`src/shared/sfr_page_pkg.sv`:
```
package sfr_page_pkg;

  // ----------------------------------------------------------------
  // Widths and reset values
  // ----------------------------------------------------------------
  localparam int          PAGE_W        = 8;
  localparam int          NUM_PAGES     = 5;
  localparam logic [7:0]  PAGE_RESET    = 8'h00;
  localparam logic        AUTO_EN_RESET = 1'b1;
  localparam int          AUTO_EN_BIT   = 0;
  localparam logic [6:0]  RESERVED_READ = 7'h00;
  localparam logic [7:0]  UNMAPPED_READ = 8'h00;

  // ----------------------------------------------------------------
  // Special register addresses, all decoded on every page
  // ----------------------------------------------------------------
  localparam logic [7:0]  ADDR_PAGE_CONTROL = 8'h81;
  localparam logic [7:0]  ADDR_ACTIVE_PAGE  = 8'h84;
  localparam logic [7:0]  ADDR_STACK_MIDDLE = 8'h85;
  localparam logic [7:0]  ADDR_STACK_BOTTOM = 8'h86;

  // ----------------------------------------------------------------
  // Implemented page numbers
  // ----------------------------------------------------------------
  localparam logic [7:0]  PAGE_0 = 8'h00;
  localparam logic [7:0]  PAGE_1 = 8'h01;
  localparam logic [7:0]  PAGE_2 = 8'h02;
  localparam logic [7:0]  PAGE_3 = 8'h03;
  localparam logic [7:0]  PAGE_F = 8'h0f;

  // Index of each page in the one-hot page select.
  localparam int SEL_PAGE_0 = 0;
  localparam int SEL_PAGE_1 = 1;
  localparam int SEL_PAGE_2 = 2;
  localparam int SEL_PAGE_3 = 3;
  localparam int SEL_PAGE_F = 4;

endpackage

```
`src/shared/page_stack_if.sv`:
```
`timescale 1ns/1ns
interface page_stack_if;
  logic                            push;
  logic                            pop;
  logic [sfr_page_pkg::PAGE_W-1:0] push_page;
  logic                            wr_top;
  logic                            wr_mid;
  logic                            wr_bot;
  logic [sfr_page_pkg::PAGE_W-1:0] wdata;
  logic [sfr_page_pkg::PAGE_W-1:0] top;
  logic [sfr_page_pkg::PAGE_W-1:0] mid;
  logic [sfr_page_pkg::PAGE_W-1:0] bot;

  modport ctrl  (output push, pop, push_page, wr_top, wr_mid, wr_bot, wdata, input top, mid, bot);
  modport stack (input push, pop, push_page, wr_top, wr_mid, wr_bot, wdata, output top, mid, bot);
endinterface

```
`src/verilog/sfr_page_select_stack.sv`:
```
`timescale 1ns/1ns
module sfr_page_select_stack (
  input  wire logic       CLK,
  input  wire logic       RESET,
  input  wire logic [7:0] SFR_ADDR,
  input  wire logic [7:0] SFR_WDATA,
  input  wire logic       SFR_WR,
  input  wire logic       SFR_RD,
  output logic      [7:0] SFR_RDATA,
  output logic            SFR_HIT,
  input  wire logic       INT_ENTRY,
  input  wire logic [7:0] INT_PAGE,
  input  wire logic       INT_RETURN,
  output logic      [7:0] ACTIVE_PAGE,
  output logic      [4:0] PAGE_SEL,
  output logic            PAGE_VALID,
  output logic            AUTO_PAGE_EN
);

  // ----------------------------------------------------------------
  // Decoding helpers
  // ----------------------------------------------------------------
  // Maps a page number onto the one-hot select of implemented pages.
  function automatic logic [sfr_page_pkg::NUM_PAGES-1:0] page_onehot(input logic [7:0] page);
    logic [sfr_page_pkg::NUM_PAGES-1:0] sel;
    sel = '0;
    sel[sfr_page_pkg::SEL_PAGE_0] = (page == sfr_page_pkg::PAGE_0);
    sel[sfr_page_pkg::SEL_PAGE_1] = (page == sfr_page_pkg::PAGE_1);
    sel[sfr_page_pkg::SEL_PAGE_2] = (page == sfr_page_pkg::PAGE_2);
    sel[sfr_page_pkg::SEL_PAGE_3] = (page == sfr_page_pkg::PAGE_3);
    sel[sfr_page_pkg::SEL_PAGE_F] = (page == sfr_page_pkg::PAGE_F);
    return sel;
  endfunction

  // True when an address belongs to one of this block's registers.
  function automatic logic is_own_addr(input logic [7:0] addr);
    return (addr == sfr_page_pkg::ADDR_PAGE_CONTROL) || (addr == sfr_page_pkg::ADDR_ACTIVE_PAGE) ||
           (addr == sfr_page_pkg::ADDR_STACK_MIDDLE) || (addr == sfr_page_pkg::ADDR_STACK_BOTTOM);
  endfunction

  // ----------------------------------------------------------------
  // Internal signals
  // ----------------------------------------------------------------
  logic       auto_en_q;
  logic [7:0] rdata_q;
  logic       hit_q;
  logic       wr_ctrl;

  page_stack_if st ();

  // ----------------------------------------------------------------
  // Write decode
  // ----------------------------------------------------------------
  // Addresses are compared without regard to the active page, so all
  // four registers are reachable from every page.
  assign wr_ctrl   = SFR_WR && (SFR_ADDR == sfr_page_pkg::ADDR_PAGE_CONTROL);
  assign st.wr_top = SFR_WR && (SFR_ADDR == sfr_page_pkg::ADDR_ACTIVE_PAGE);
  assign st.wr_mid = SFR_WR && (SFR_ADDR == sfr_page_pkg::ADDR_STACK_MIDDLE);
  assign st.wr_bot = SFR_WR && (SFR_ADDR == sfr_page_pkg::ADDR_STACK_BOTTOM);
  assign st.wdata  = SFR_WDATA;

  // ----------------------------------------------------------------
  // Stack control
  // ----------------------------------------------------------------
  // Disabling auto-paging stops both the page switch and the stack, so an
  // entry with the enable clear leaves all three entries alone. Entry wins
  // if the core ever raises entry and return together.
  assign st.push      = INT_ENTRY && auto_en_q;
  assign st.pop       = INT_RETURN && auto_en_q && !INT_ENTRY;
  assign st.push_page = INT_PAGE;

  page_stack u_stack (
    .clk   (CLK),
    .reset (RESET),
    .st    (st.stack)
  );

  // ----------------------------------------------------------------
  // Page control register
  // ----------------------------------------------------------------
  // Only bit 0 is stored; the reserved bits are dropped on write.
  always_ff @(posedge CLK or posedge RESET) begin
    if (RESET) begin
      auto_en_q <= sfr_page_pkg::AUTO_EN_RESET;
    end else if (wr_ctrl) begin
      auto_en_q <= SFR_WDATA[sfr_page_pkg::AUTO_EN_BIT];
    end
  end

  // ----------------------------------------------------------------
  // Read path
  // ----------------------------------------------------------------
  // Read data is registered and valid in the cycle after the read strobe;
  // foreign addresses answer zero with the hit flag low.
  always_ff @(posedge CLK or posedge RESET) begin
    if (RESET) begin
      rdata_q <= sfr_page_pkg::UNMAPPED_READ;
      hit_q   <= 1'b0;
    end else if (SFR_RD) begin
      hit_q <= is_own_addr(SFR_ADDR);
      unique case (SFR_ADDR)
        sfr_page_pkg::ADDR_PAGE_CONTROL: rdata_q <= {sfr_page_pkg::RESERVED_READ, auto_en_q};
        sfr_page_pkg::ADDR_ACTIVE_PAGE:  rdata_q <= st.top;
        sfr_page_pkg::ADDR_STACK_MIDDLE: rdata_q <= st.mid;
        sfr_page_pkg::ADDR_STACK_BOTTOM: rdata_q <= st.bot;
        default:                         rdata_q <= sfr_page_pkg::UNMAPPED_READ;
      endcase
    end else begin
      hit_q <= 1'b0;
    end
  end

  // ----------------------------------------------------------------
  // Outputs
  // ----------------------------------------------------------------
  // The page select steers the decode of every paged register outside.
  assign ACTIVE_PAGE  = st.top;
  assign PAGE_SEL     = page_onehot(st.top);
  assign PAGE_VALID   = |page_onehot(st.top);
  assign AUTO_PAGE_EN = auto_en_q;
  assign SFR_RDATA    = rdata_q;
  assign SFR_HIT      = hit_q;
endmodule

```
`src/verilog/page_stack.sv`:
```
`timescale 1ns/1ns
module page_stack (
  input wire logic  clk,
  input wire logic  reset,
  page_stack_if.stack st
);

  // ----------------------------------------------------------------
  // Top entry: the page in use
  // ----------------------------------------------------------------
  // Push loads the source page, pop restores the middle entry; a push or
  // pop wins over a software write landing in the same cycle.
  always_ff @(posedge clk or posedge reset) begin
    if (reset) begin
      st.top <= sfr_page_pkg::PAGE_RESET;
    end else if (st.push) begin
      st.top <= st.push_page;
    end else if (st.pop) begin
      st.top <= st.mid;
    end else if (st.wr_top) begin
      st.top <= st.wdata;
    end
  end

  // ----------------------------------------------------------------
  // Middle entry
  // ----------------------------------------------------------------
  // Takes the old top on push and the bottom on pop.
  always_ff @(posedge clk or posedge reset) begin
    if (reset) begin
      st.mid <= sfr_page_pkg::PAGE_RESET;
    end else if (st.push) begin
      st.mid <= st.top;
    end else if (st.pop) begin
      st.mid <= st.bot;
    end else if (st.wr_mid) begin
      st.mid <= st.wdata;
    end
  end

  // ----------------------------------------------------------------
  // Bottom entry
  // ----------------------------------------------------------------
  // Takes the old middle on push and empties to the reset page on pop.
  always_ff @(posedge clk or posedge reset) begin
    if (reset) begin
      st.bot <= sfr_page_pkg::PAGE_RESET;
    end else if (st.push) begin
      st.bot <= st.mid;
    end else if (st.pop) begin
      st.bot <= sfr_page_pkg::PAGE_RESET;
    end else if (st.wr_bot) begin
      st.bot <= st.wdata;
    end
  end

endmodule

```
`config.mk`:
```
export PLATFORM = sky130hd
export DESIGN_NAME = sfr_page_select_stack
export DESIGN_NICKNAME = d
export VERILOG_FILES = /design/src/shared/sfr_page_pkg.sv /design/src/shared/page_stack_if.sv /design/src/verilog/sfr_page_select_stack.sv /design/src/verilog/page_stack.sv
export SDC_FILE = /design/constraint.sdc
export NUM_CORES = 1
export LEC_CHECK = 0
export BUFFER_PORTS_ARGS = -buffer_cell sky130_fd_sc_hd__buf_2
export CAP_MARGIN = 10
export CORE_UTILIZATION = 58
export CTS_CLUSTER_DIAMETER = 80
export DETAILED_ROUTE_END_ITERATION = 10
export PLACE_DENSITY = 0.85
export SYNTH_ARGS = -nofsm -noshare
export SYNTH_HDL_FRONTEND = slang
export SYNTH_SLANG_ARGS = --single-unit
```
`constraint.sdc`:
```
create_clock -name CLK -period 2.7 [get_ports CLK]
set_input_delay 0.27 -clock CLK [delete_from_list [all_inputs] [get_ports CLK]]
set_output_delay 0.27 -clock CLK [all_outputs]
set_load 0.01 [all_outputs]
```
# Yosys cells after proc, flatten, opt, wreduce, memory -nomap -nowiden

Index checks and enable logic that the tools add are counted.

Flip-flop bits (word level): 34
Bits in latches: 0
RAM bits: 0
Memory bits (read-only): 0
Bits of input ports: 30
Output and inout port bits: 24
Logic and storage cells: 41
Memories: 0

Add/sub/neg operators: 0
$mul: 0
Divide/modulo/power cells: 0
Magnitude comparators: 0
Eq/ne operators: 8
Shifts and indexed selects: 0
Multiplexer cells: 11
Bitwise gates (word level): 0
Reduce and logical (&&, ||, !) cells: 16

Operators by type and width:

| kind                                          | count |
|---|---|
| 2-to-1 mux 8 bit                              | 9 |
| == test 8 bit, second input constant          | 4 |
| case mux 8 bit (4 select lines)               | 1 |
| == test 8 x 2 -> 1 bit, second input constant | 2 |
| nonzero test 3 bit                            | 3 |
| == test 8 x 1 -> 1 bit, second input constant | 1 |
| == test 8 x 4 -> 1 bit, second input constant | 1 |
| zero test 8 bit                               | 1 |
| logical AND 1 bit                             | 7 |
| OR reduction 5 bit                            | 1 |
| logical OR 1 bit                              | 3 |
| zero test 1 bit                               | 1 |
| 2-to-1 mux 1 bit                              | 1 |

# Depth between registers and ports, before layout

Gate-level depths: netlist of run 1.

Word-level depth: 5
Mapped depth: 5
Depth with buffers taken out: 3

# Modules after synthesis

Synthesis of run 1 repeated with hierarchy kept, for this count alone.

Cell total of the unflattened synthesis: 213
Area, all modules: 2,033.2 um^2

Modules (own cells, without submodules):

| module                | times used | cells an instance | area an instance (um^2) | seq. area each (um^2) |
|---|---|---|---|---|
| page_stack            | 1          | 134               | 1,317.5                 | 600.6 |
| sfr_page_select_stack | 1          | 79                | 715.7                   | 251.5 |

# Worst setup path after synthesis of run 1

No wires, ideal clock.

Path type: register to output
From: reg u_stack.st.top[7]
To: out PAGE_SEL[1]
Arrival: 1.597 ns
Required time: 2.430 ns
Slack: 0.833 ns
Stages on the path, launching flop included: 4
Buffers on the path: 0
Cells stage by stage: dfrtp_1 or4_1 or2_1 nor3b_1

Longest elaborated chain between the ends: 1

Ends and longest elaborated chain:

| element                  | line                        | text |
|---|---|---|
| start: declaration       | page_stack_if.sv:15         | `modport stack (input push, pop, push_page, wr_top, wr_mid, wr_bot, wdata, output top, mid, bot);` |
| start signal: assignment | page_stack.sv:15            | `st.top <= sfr_page_pkg::PAGE_RESET;` |
| start signal: assignment | page_stack.sv:17            | `st.top <= st.push_page;` |
| start signal: assignment | page_stack.sv:19            | `st.top <= st.mid;` |
| == test 8 x 1 -> 1 bit   | sfr_page_select_stack.sv:28 | `sel[sfr_page_pkg::SEL_PAGE_1] = (page == sfr_page_pkg::PAGE_1);` |
| end: declaration         | sfr_page_select_stack.sv:15 | `output logic [4:0] PAGE_SEL,` |

No other way between the ends.

# Worst setup path in the final report of run 1

Ends and elaborated chain as after synthesis.

==> results.md, run 1 <==
- Worst r2r src: AUTO_PAGE_EN$_DFFE_PP1P_
- Fin crit share: 82.4%
- Asr flop ratio synth: 100%
- Avg Cell Area, Syn: 9.30 um^2
- Crit path buf inv count: 1
- Crit path launch type: flop
- Crit-path max FO: 5
- 1st-iter DRT viols: 229
- Status: completed
- Core footprint: 3740 um^2
- Unrepaired setup endpoints after global routing: false
- Setup-failing EPs final: 0
- Synthesized instance count: 248
- Wire length on met2: 2790 um
- Final hold violations: 0
- Synthesized area: 2310 um^2
- Clk_lat worst skew: 290 ps
- Worst R2R Setup Slack: 990 ps
- Static Leak: 1.17 nW
- Drt pass-1 iters: 5
- Critical path cell sequence: or4_1 > or2_1 > nor3b_1 > buf_2
- Setup CP Type: flop to output port
- Largest net degree at the start of global routing: 35
- Vias: 2194
- CTS max path bufs: 2
- R2r worst-path depth: 3
- M1 WL: 2650 um
- Initial antenna violation count: 0
- Root buf cell: clkbuf_8
- CTS Buf Count: 5
- Min-Delay Path Class: input pin to asynchronous set/reset pin
- Area Growth Syn to Fin: 15.6%
- Total power: 0.00181 W
- Distinct cells, synth: 40
- Hpwl dp: 4290 um
- GRT overflow: 0
- Post-Syn Nets: 278
- Gr usage total: 30.3%
- Global-route wire length before repair: 9680 um
- Remaining routing DRC violations: 0
- Ports: 54
- Cell-internal power: 0.00115 W
- Maxcap violations: 0
- Endpoint class of the critical path: output port
- Share of total power in combinational logic: 31.8%
- CP top delay family: simple AND/OR/NAND/NOR gates
- Post-Route WL: 5900 um
- Setup TNS: 0 ps
- WL met3: 408 um
- Data required time of the worst path: 2430 ps
- Crit-path max cell delay: 610 ps
- Drt wl/cell: 17.4 um
- Most frequent cells in the layout: buf_2, dfrtp_1, o31ai_1
- Resize count post-CTS: 0
- Share of layout cells above drive strength 1: 24.4%
- Reg-to-Reg End: u_stack.st.mid[7]$_DFFE_PP0P_
- Die height: 65.1 um
- GP Congestion: 0.861
- Seq cells post-synth: 34
- Postcts setup bufs: 0
- Maximum clock rate: 449 MHz
- # H-tree levels: 2
- Antenna Nets Post-Route: 0
- Arr. time, crit path: 1960 ps
- Vias in the first global route: 1966
- Clock transition at path regs: 70 ps
- Nets: 320
- P_sw: 0.000669 W
- I/O Buffers: 53
- CP max stage cell: or4_1
- CTS tree: done
- Pre-CTS setup slack: 781 ps
- Ys flop type: dfrtp_1
- Pwr dens: 680 nW/um^2
- Clock Skews: 4.84 ps
- TritonCTS Sinks: 34
- Worst slew pin tran: 636 ps
- Clock Power Share: 21.1%
- DR vias/cell: 6.47
- # diodes: 0
- Commonest non-fill, non-tap cell in the layout: buf_2
- Site row count: 22
- Max Used Layer: met4
- Worst vdd ir: 463 uV
- Part of the power in registers: 47.1%
- Sw Share: 36.9%
- Worst Slack Setup Final: 475 ps
- Final min period: 2230 ps
- Synth warn: 0
- Max_slew headroom: 57.4%
- Starting density of the core: 61.6%
- Hold_buf cts: 0
- Die area: 4230 um^2
- Sequential share of the synthesized area: 36.9%
- Die X: 65.1 um
- Max Slew Vio Count: 0
- Post-synth EDFFs: 0
## worst register-to-register path, stage by stage (launching register included)
cell	delay [ps]
dfstp_2	650
o21a_1	510
nor2_1	170
o31ai_1	270
## layer usage
layer  vias up  track usage [%]
met1      1030             43.0
met5         -                0
met4         0             7.07
met3         8             7.04
li1       1064                -
met2        92             46.7
## power by group through the flow
stage | Sequential (W) | Clock, W | Combinational, W
floorplan | 0.000808 | 0 | 0.000393
CTS | 0.000843 | 0.000389 | 0.000576
finish | 0.000854 | 0.000383 | 0.000577
global placement | 0.000849 | 0 | 0.000560
detailed placement | 0.000852 | 0 | 0.000574
global route | 0.000872 | 0.000416 | 0.000646
## sequential cells by signal, indices dropped and copies added, names as in the netlist
name / cells
u_stack.st.bot: 8
u_stack.st.top: 8
SFR_HIT: 1
SFR_RDATA: 8
AUTO_PAGE_EN: 1
u_stack.st.mid: 8
## cells in the mapped netlist (9+ instances only)
library cell | n | area share, %
clkbuf_1 | 18 | 2.9
o21a_1 | 17 | 5.5
mux2i_1 | 9 | 3.9
nor3b_1 | 18 | 5.9
o31ai_1 | 23 | 7.5
nor2b_1 | 18 | 4.9
nor2_1 | 10 | 1.6
o311ai_0 | 15 | 5.7
nand2_1 | 10 | 1.6
dfrtp_1 | 33 | 36
## metrics by stage
step	utilization (%)	hold WS (ps)	area, um^2	std cells
after CTS	71.2	84.1	2670	339
after detailed placement	68.8	390	2580	331
after floorplan	-	411	2310	248
final	71.2	74.0	2670	339
after global routing	71.2	114	2670	339
after global placement	68.8	380	2580	331
## cells by family (layout without fill, tap and decap cells)
kind of cell,Yosys count,in the layout,share of synthesized area (%)
AO/OA/AOI/OAI,102,102,34.3
AND/OR/NAND/NOR,74,74,19.2
flip-flops,34,34,36.9
buffers and inverters,28,71,5.21
multiplexers,10,10,4.39
## final cells by class
type	instances	area (um^2)
clock buffer	8	90.1
fill	314	1080
inverter	3	11.3
multi-input combinational	186	1340
sequential	34	852
tap	48	60.1
timing repair buffer	60	318
## worst max path at each step
stage,start,to,slack [ps],cells after the start
after global placement,u_stack.st.top[7]$_DFFE_PP0P_,PAGE_SEL[1],830,4
after CTS,u_stack.st.top[7]$_DFFE_PP0P_,PAGE_SEL[1],480,4
after floorplan,u_stack.st.top[7]$_DFFE_PP0P_,PAGE_SEL[1],830,3
after detailed placement,SFR_ADDR[3],u_stack.st.mid[7]$_DFFE_PP0P_,780,4
final,u_stack.st.top[7]$_DFFE_PP0P_,PAGE_SEL[1],470,4
after global routing,u_stack.st.top[7]$_DFFE_PP0P_,PAGE_SEL[1],390,4
No activity file was read; power rests on OpenSTA's default activity.
==> inputs of run 2 (changes only) <==
--- a/config.mk
+++ b/config.mk
@@ -5,12 +5,13 @@
 export SDC_FILE = /design/constraint.sdc
 export NUM_CORES = 1
 export LEC_CHECK = 0
+export ABC_AREA = 1
 export BUFFER_PORTS_ARGS = -buffer_cell sky130_fd_sc_hd__buf_2
 export CAP_MARGIN = 10
-export CORE_UTILIZATION = 58
+export CORE_UTILIZATION = 53
 export CTS_CLUSTER_DIAMETER = 80
 export DETAILED_ROUTE_END_ITERATION = 10
-export PLACE_DENSITY = 0.85
+export PLACE_DENSITY = 0.8
 export SYNTH_ARGS = -nofsm -noshare
 export SYNTH_HDL_FRONTEND = slang
 export SYNTH_SLANG_ARGS = --single-unit
==> constraint.sdc (replaced) <==
create_clock -name CLK -period 2.2 [get_ports CLK]
set_input_delay 0.22 -clock CLK [delete_from_list [all_inputs] [get_ports CLK]]
set_output_delay 0.22 -clock CLK [all_outputs]
set_load 0.01 [all_outputs]
==> results.md, run 2 <==
- Status: completed
- Commonest non-fill, non-tap cell in the layout: nand2_1
- Total power: 0.00205 W (+13%)
- Sw Share: 38.0% (+1.2 points)
- Max Slew Vio Count: 0 (unchanged)
- Post-synth EDFFs: 0 (unchanged)
- Global-route wire length before repair: 8540 um (-12%)
- Die height: 64.6 um (-0.78%)
- Resize count post-CTS: 0 (unchanged)
- Die area: 4170 um^2 (-1.5%)
- Root buf cell: clkbuf_8
- Area of the multi-input gates: 1060 um^2 (-21%)
- Drt pass-1 iters: 5 (unchanged)
- Top cells by area, synth: dfrtp_1, nand2_1, nand3_1
- Endpoint class of the critical path: output port
- Synthesized area: 2070 um^2 (-10%)
- Vias: 2024 (-7.7%)
- # diodes: 0 (unchanged)
- Fin crit share: 83.1%
- Static Leak: 1.33 nW (+14%)
- Fin Hold WS: 9.35 ps (-64.7 ps)
- Crit path launch type: flop
- CTS Buf Count: 5 (unchanged)
- GRT met3 Usage: 5.81% (-1.2 points)
- Nets: 371 (+16%)
- CTS max path bufs: 2 (unchanged)
- Gr usage total: 27.2% (-3.1 points)
- Clock transition at path regs: 70 ps (about the same)
- Worst vdd ir: 537 uV (+16%)
- Final core occ: 66.0% (-5.2 points)
- Asr flop ratio synth: 100% (unchanged)
- Drt wl/cell: 12.9 um (-26%)
- Share of total power in combinational logic: 24.5% (-7.3 points)
- Antenna Nets Post-Route: 0 (unchanged)
- Synthesized instance count: 287 (+16%)
- Initial antenna violation count: 0 (unchanged)
- Final hold violations: 0 (unchanged)
- Synth warn: 0 (unchanged)
- Met2 usage: 39.5% (-7.3 points)
- Ys flop type: dfrtp_1
- GRT overflow: 0 (unchanged)
- Data required time of the worst path: 1980 ps (-450 ps)
- Pwr dens: 836 nW/um^2 (+23%)
- I/O Buffers: 53 (unchanged)
- Max_slew headroom: 72.2% (+15 points)
- Clk_lat worst skew: 290 ps (about the same)
- GP Congestion: 0.942 (+9.3%)
- Worst r2r src: AUTO_PAGE_EN$_DFFE_PP1P_
- Commonest cells post-synth: nand2_1, nand3_1, dfrtp_1
- Clock Power Share: 23.6% (+2.5 points)
- Most frequent cells in the layout: nand2_1, buf_2, nand3_1
- DR vias/cell: 5.19 (-20%)
- Arr. time, crit path: 1610 ps (-350 ps)
- 1st-iter DRT viols: 197 (-14%)
- Setup-failing EPs final: 0 (unchanged)
- Worst R2R Setup Slack: 450 ps (-540 ps)
- Reg-to-Reg End: u_stack.st.bot[0]$_DFFE_PP0P_
- Site row count: 22 (unchanged)
- M1 GR Usage: 39.4% (-3.7 points)
- Vias in the first global route: 1843 (-6.3%)
- Distinct cells, synth: 26 (-35%)
- Worst Slack Setup Final: 371 ps (-104 ps)
- Worst slew pin tran: 418 ps (-218 ps)
- Starting density of the core: 55.8% (-5.8 points)
- CTS tree: done
- Maximum clock rate: 547 MHz
- # H-tree levels: 2 (unchanged)
- Layout fillers: 344 (+9.6%)
- Avg Cell Area, Syn: 7.23 um^2 (-22%)
- Sequential share of the synthesized area: 41.1% (+4.1 points)
- Area Growth Syn to Fin: 18.2%
- GRT busiest layer: met2
- P_sw: 0.000779 W (+17%)
- Setup TNS: 0 ps (unchanged)
- Core footprint: 3720 um^2 (-0.74%)
- Final min period: 1830 ps
- Postcts setup bufs: 0 (unchanged)
- Share of layout cells above drive strength 1: 23.7% (-0.71 points)
- Ports: 54 (unchanged)
- Pre-CTS setup slack: 478 ps (-304 ps)
- Hpwl dp: 3980 um (-7.4%)
- Hold_buf cts: 0 (unchanged)
- R2r worst-path depth: 6 (+3)
- TritonCTS Sinks: 34 (unchanged)
- Register area: 852 um^2 (unchanged)
- Die X: 64.6 um (-0.78%)
- Min-Delay Path Class: input pin to asynchronous set/reset pin
- Remaining routing DRC violations: 0 (unchanged)
- Post-Route WL: 5050 um (-14%)
- Seq cells post-synth: 34 (unchanged)
- Largest net degree at the start of global routing: 35 (unchanged)
- Part of the power in registers: 51.9% (+4.8 points)
- Crit-path max FO: 4 (-1)
- Clock Skews: 5.66 ps (+0.817 ps)
- Post-Syn Nets: 317 (+14%)
- Maxcap violations: 0 (unchanged)
- Post-synth top area share: 39.8% (+4.0 points)
- Setup CP Type: flop to output port
- Unrepaired setup endpoints after global routing: false
- Leading area contributor after synthesis: dfrtp_1
- Cell-internal power: 0.00127 W (+11%)
- Count leader, synth: nand2_1
-- run 2: changes by cell type after synthesis, sizes merged, moves of 23 or more --
cell and delta:
nand2 +93, nand3 +35, o21ai +26, inv +23, o31ai -23
-- run 2: worst max-delay path by stage --
stage,from,to,slack [ps],cells after the start
5_1_grt,u_stack.st.top[4]$_DFFE_PP0P_,PAGE_SEL[2],270,5
3_5_place_dp,AUTO_PAGE_EN$_DFFE_PP1P_,u_stack.st.bot[2]$_DFFE_PP0P_,480,6
6_report,u_stack.st.top[4]$_DFFE_PP0P_,PAGE_SEL[1],370,5
3_3_place_gp,AUTO_PAGE_EN$_DFFE_PP1P_,u_stack.st.bot[0]$_DFFE_PP0P_,530,6
4_1_cts,u_stack.st.top[4]$_DFFE_PP0P_,PAGE_SEL[1],390,5
2_1_floorplan,AUTO_PAGE_EN$_DFFE_PP1P_,u_stack.st.mid[4]$_DFFE_PP0P_,770,8
-- run 2: routing by layer --
metal  wire length [um]  part of all wire, %  vias up
met1               2430                   48      877
met4                111                  2.2        0
met2               2140                   42      102
li1                   -                    -     1033
met5                  0                    0        -
met3                371                  7.3       12
-- run 2: final cells by class --
class / instances / share of cell area (%)
Sequential cell: 34 / 34.7
Clock inverter: 2 / 0.510
Timing Repair Buffer: 56 / 11.7
Multi-Input combinational cell: 217 / 43.1
Inverter: 27 / 4.13
Clock buffer: 6 / 3.37
Tap cell: 48 / 2.45
-- run 2: cells by family after synthesis --
| family | share of synthesized area, % |
|---|---|
| AND/OR/NAND/NOR | 38.3 |
| flip-flops | 41.1 |
| AO/OA/AOI/OAI | 12.6 |
| buffers and inverters | 8.02 |
-- run 2: through the flow --
stage / std cells / instance area, um^2
CTS: 390 / 2450
global placement: 382 / 2360
finish: 390 / 2450
global route: 390 / 2450
floorplan: 287 / 2070
detailed placement: 382 / 2360
-- run 2: power by group through the flow --
stage / logic (W) / registers (W) / clock network (W)
after floorplan: 0.000295 / 0.00102 / 0
after global placement: 0.000491 / 0.00106 / 0
after detailed placement: 0.000503 / 0.00106 / 0
after CTS: 0.000505 / 0.00105 / 0.000491
after global routing: 0.000576 / 0.00109 / 0.000517
final: 0.000503 / 0.00106 / 0.000483
-- run 2: critical path, cell delays in order (launching register included) --
cell and delay (ps):
dfrtp_1 420, inv_1 100, nand4_1 150, or2_2 340, nor3_1 150, buf_2 160
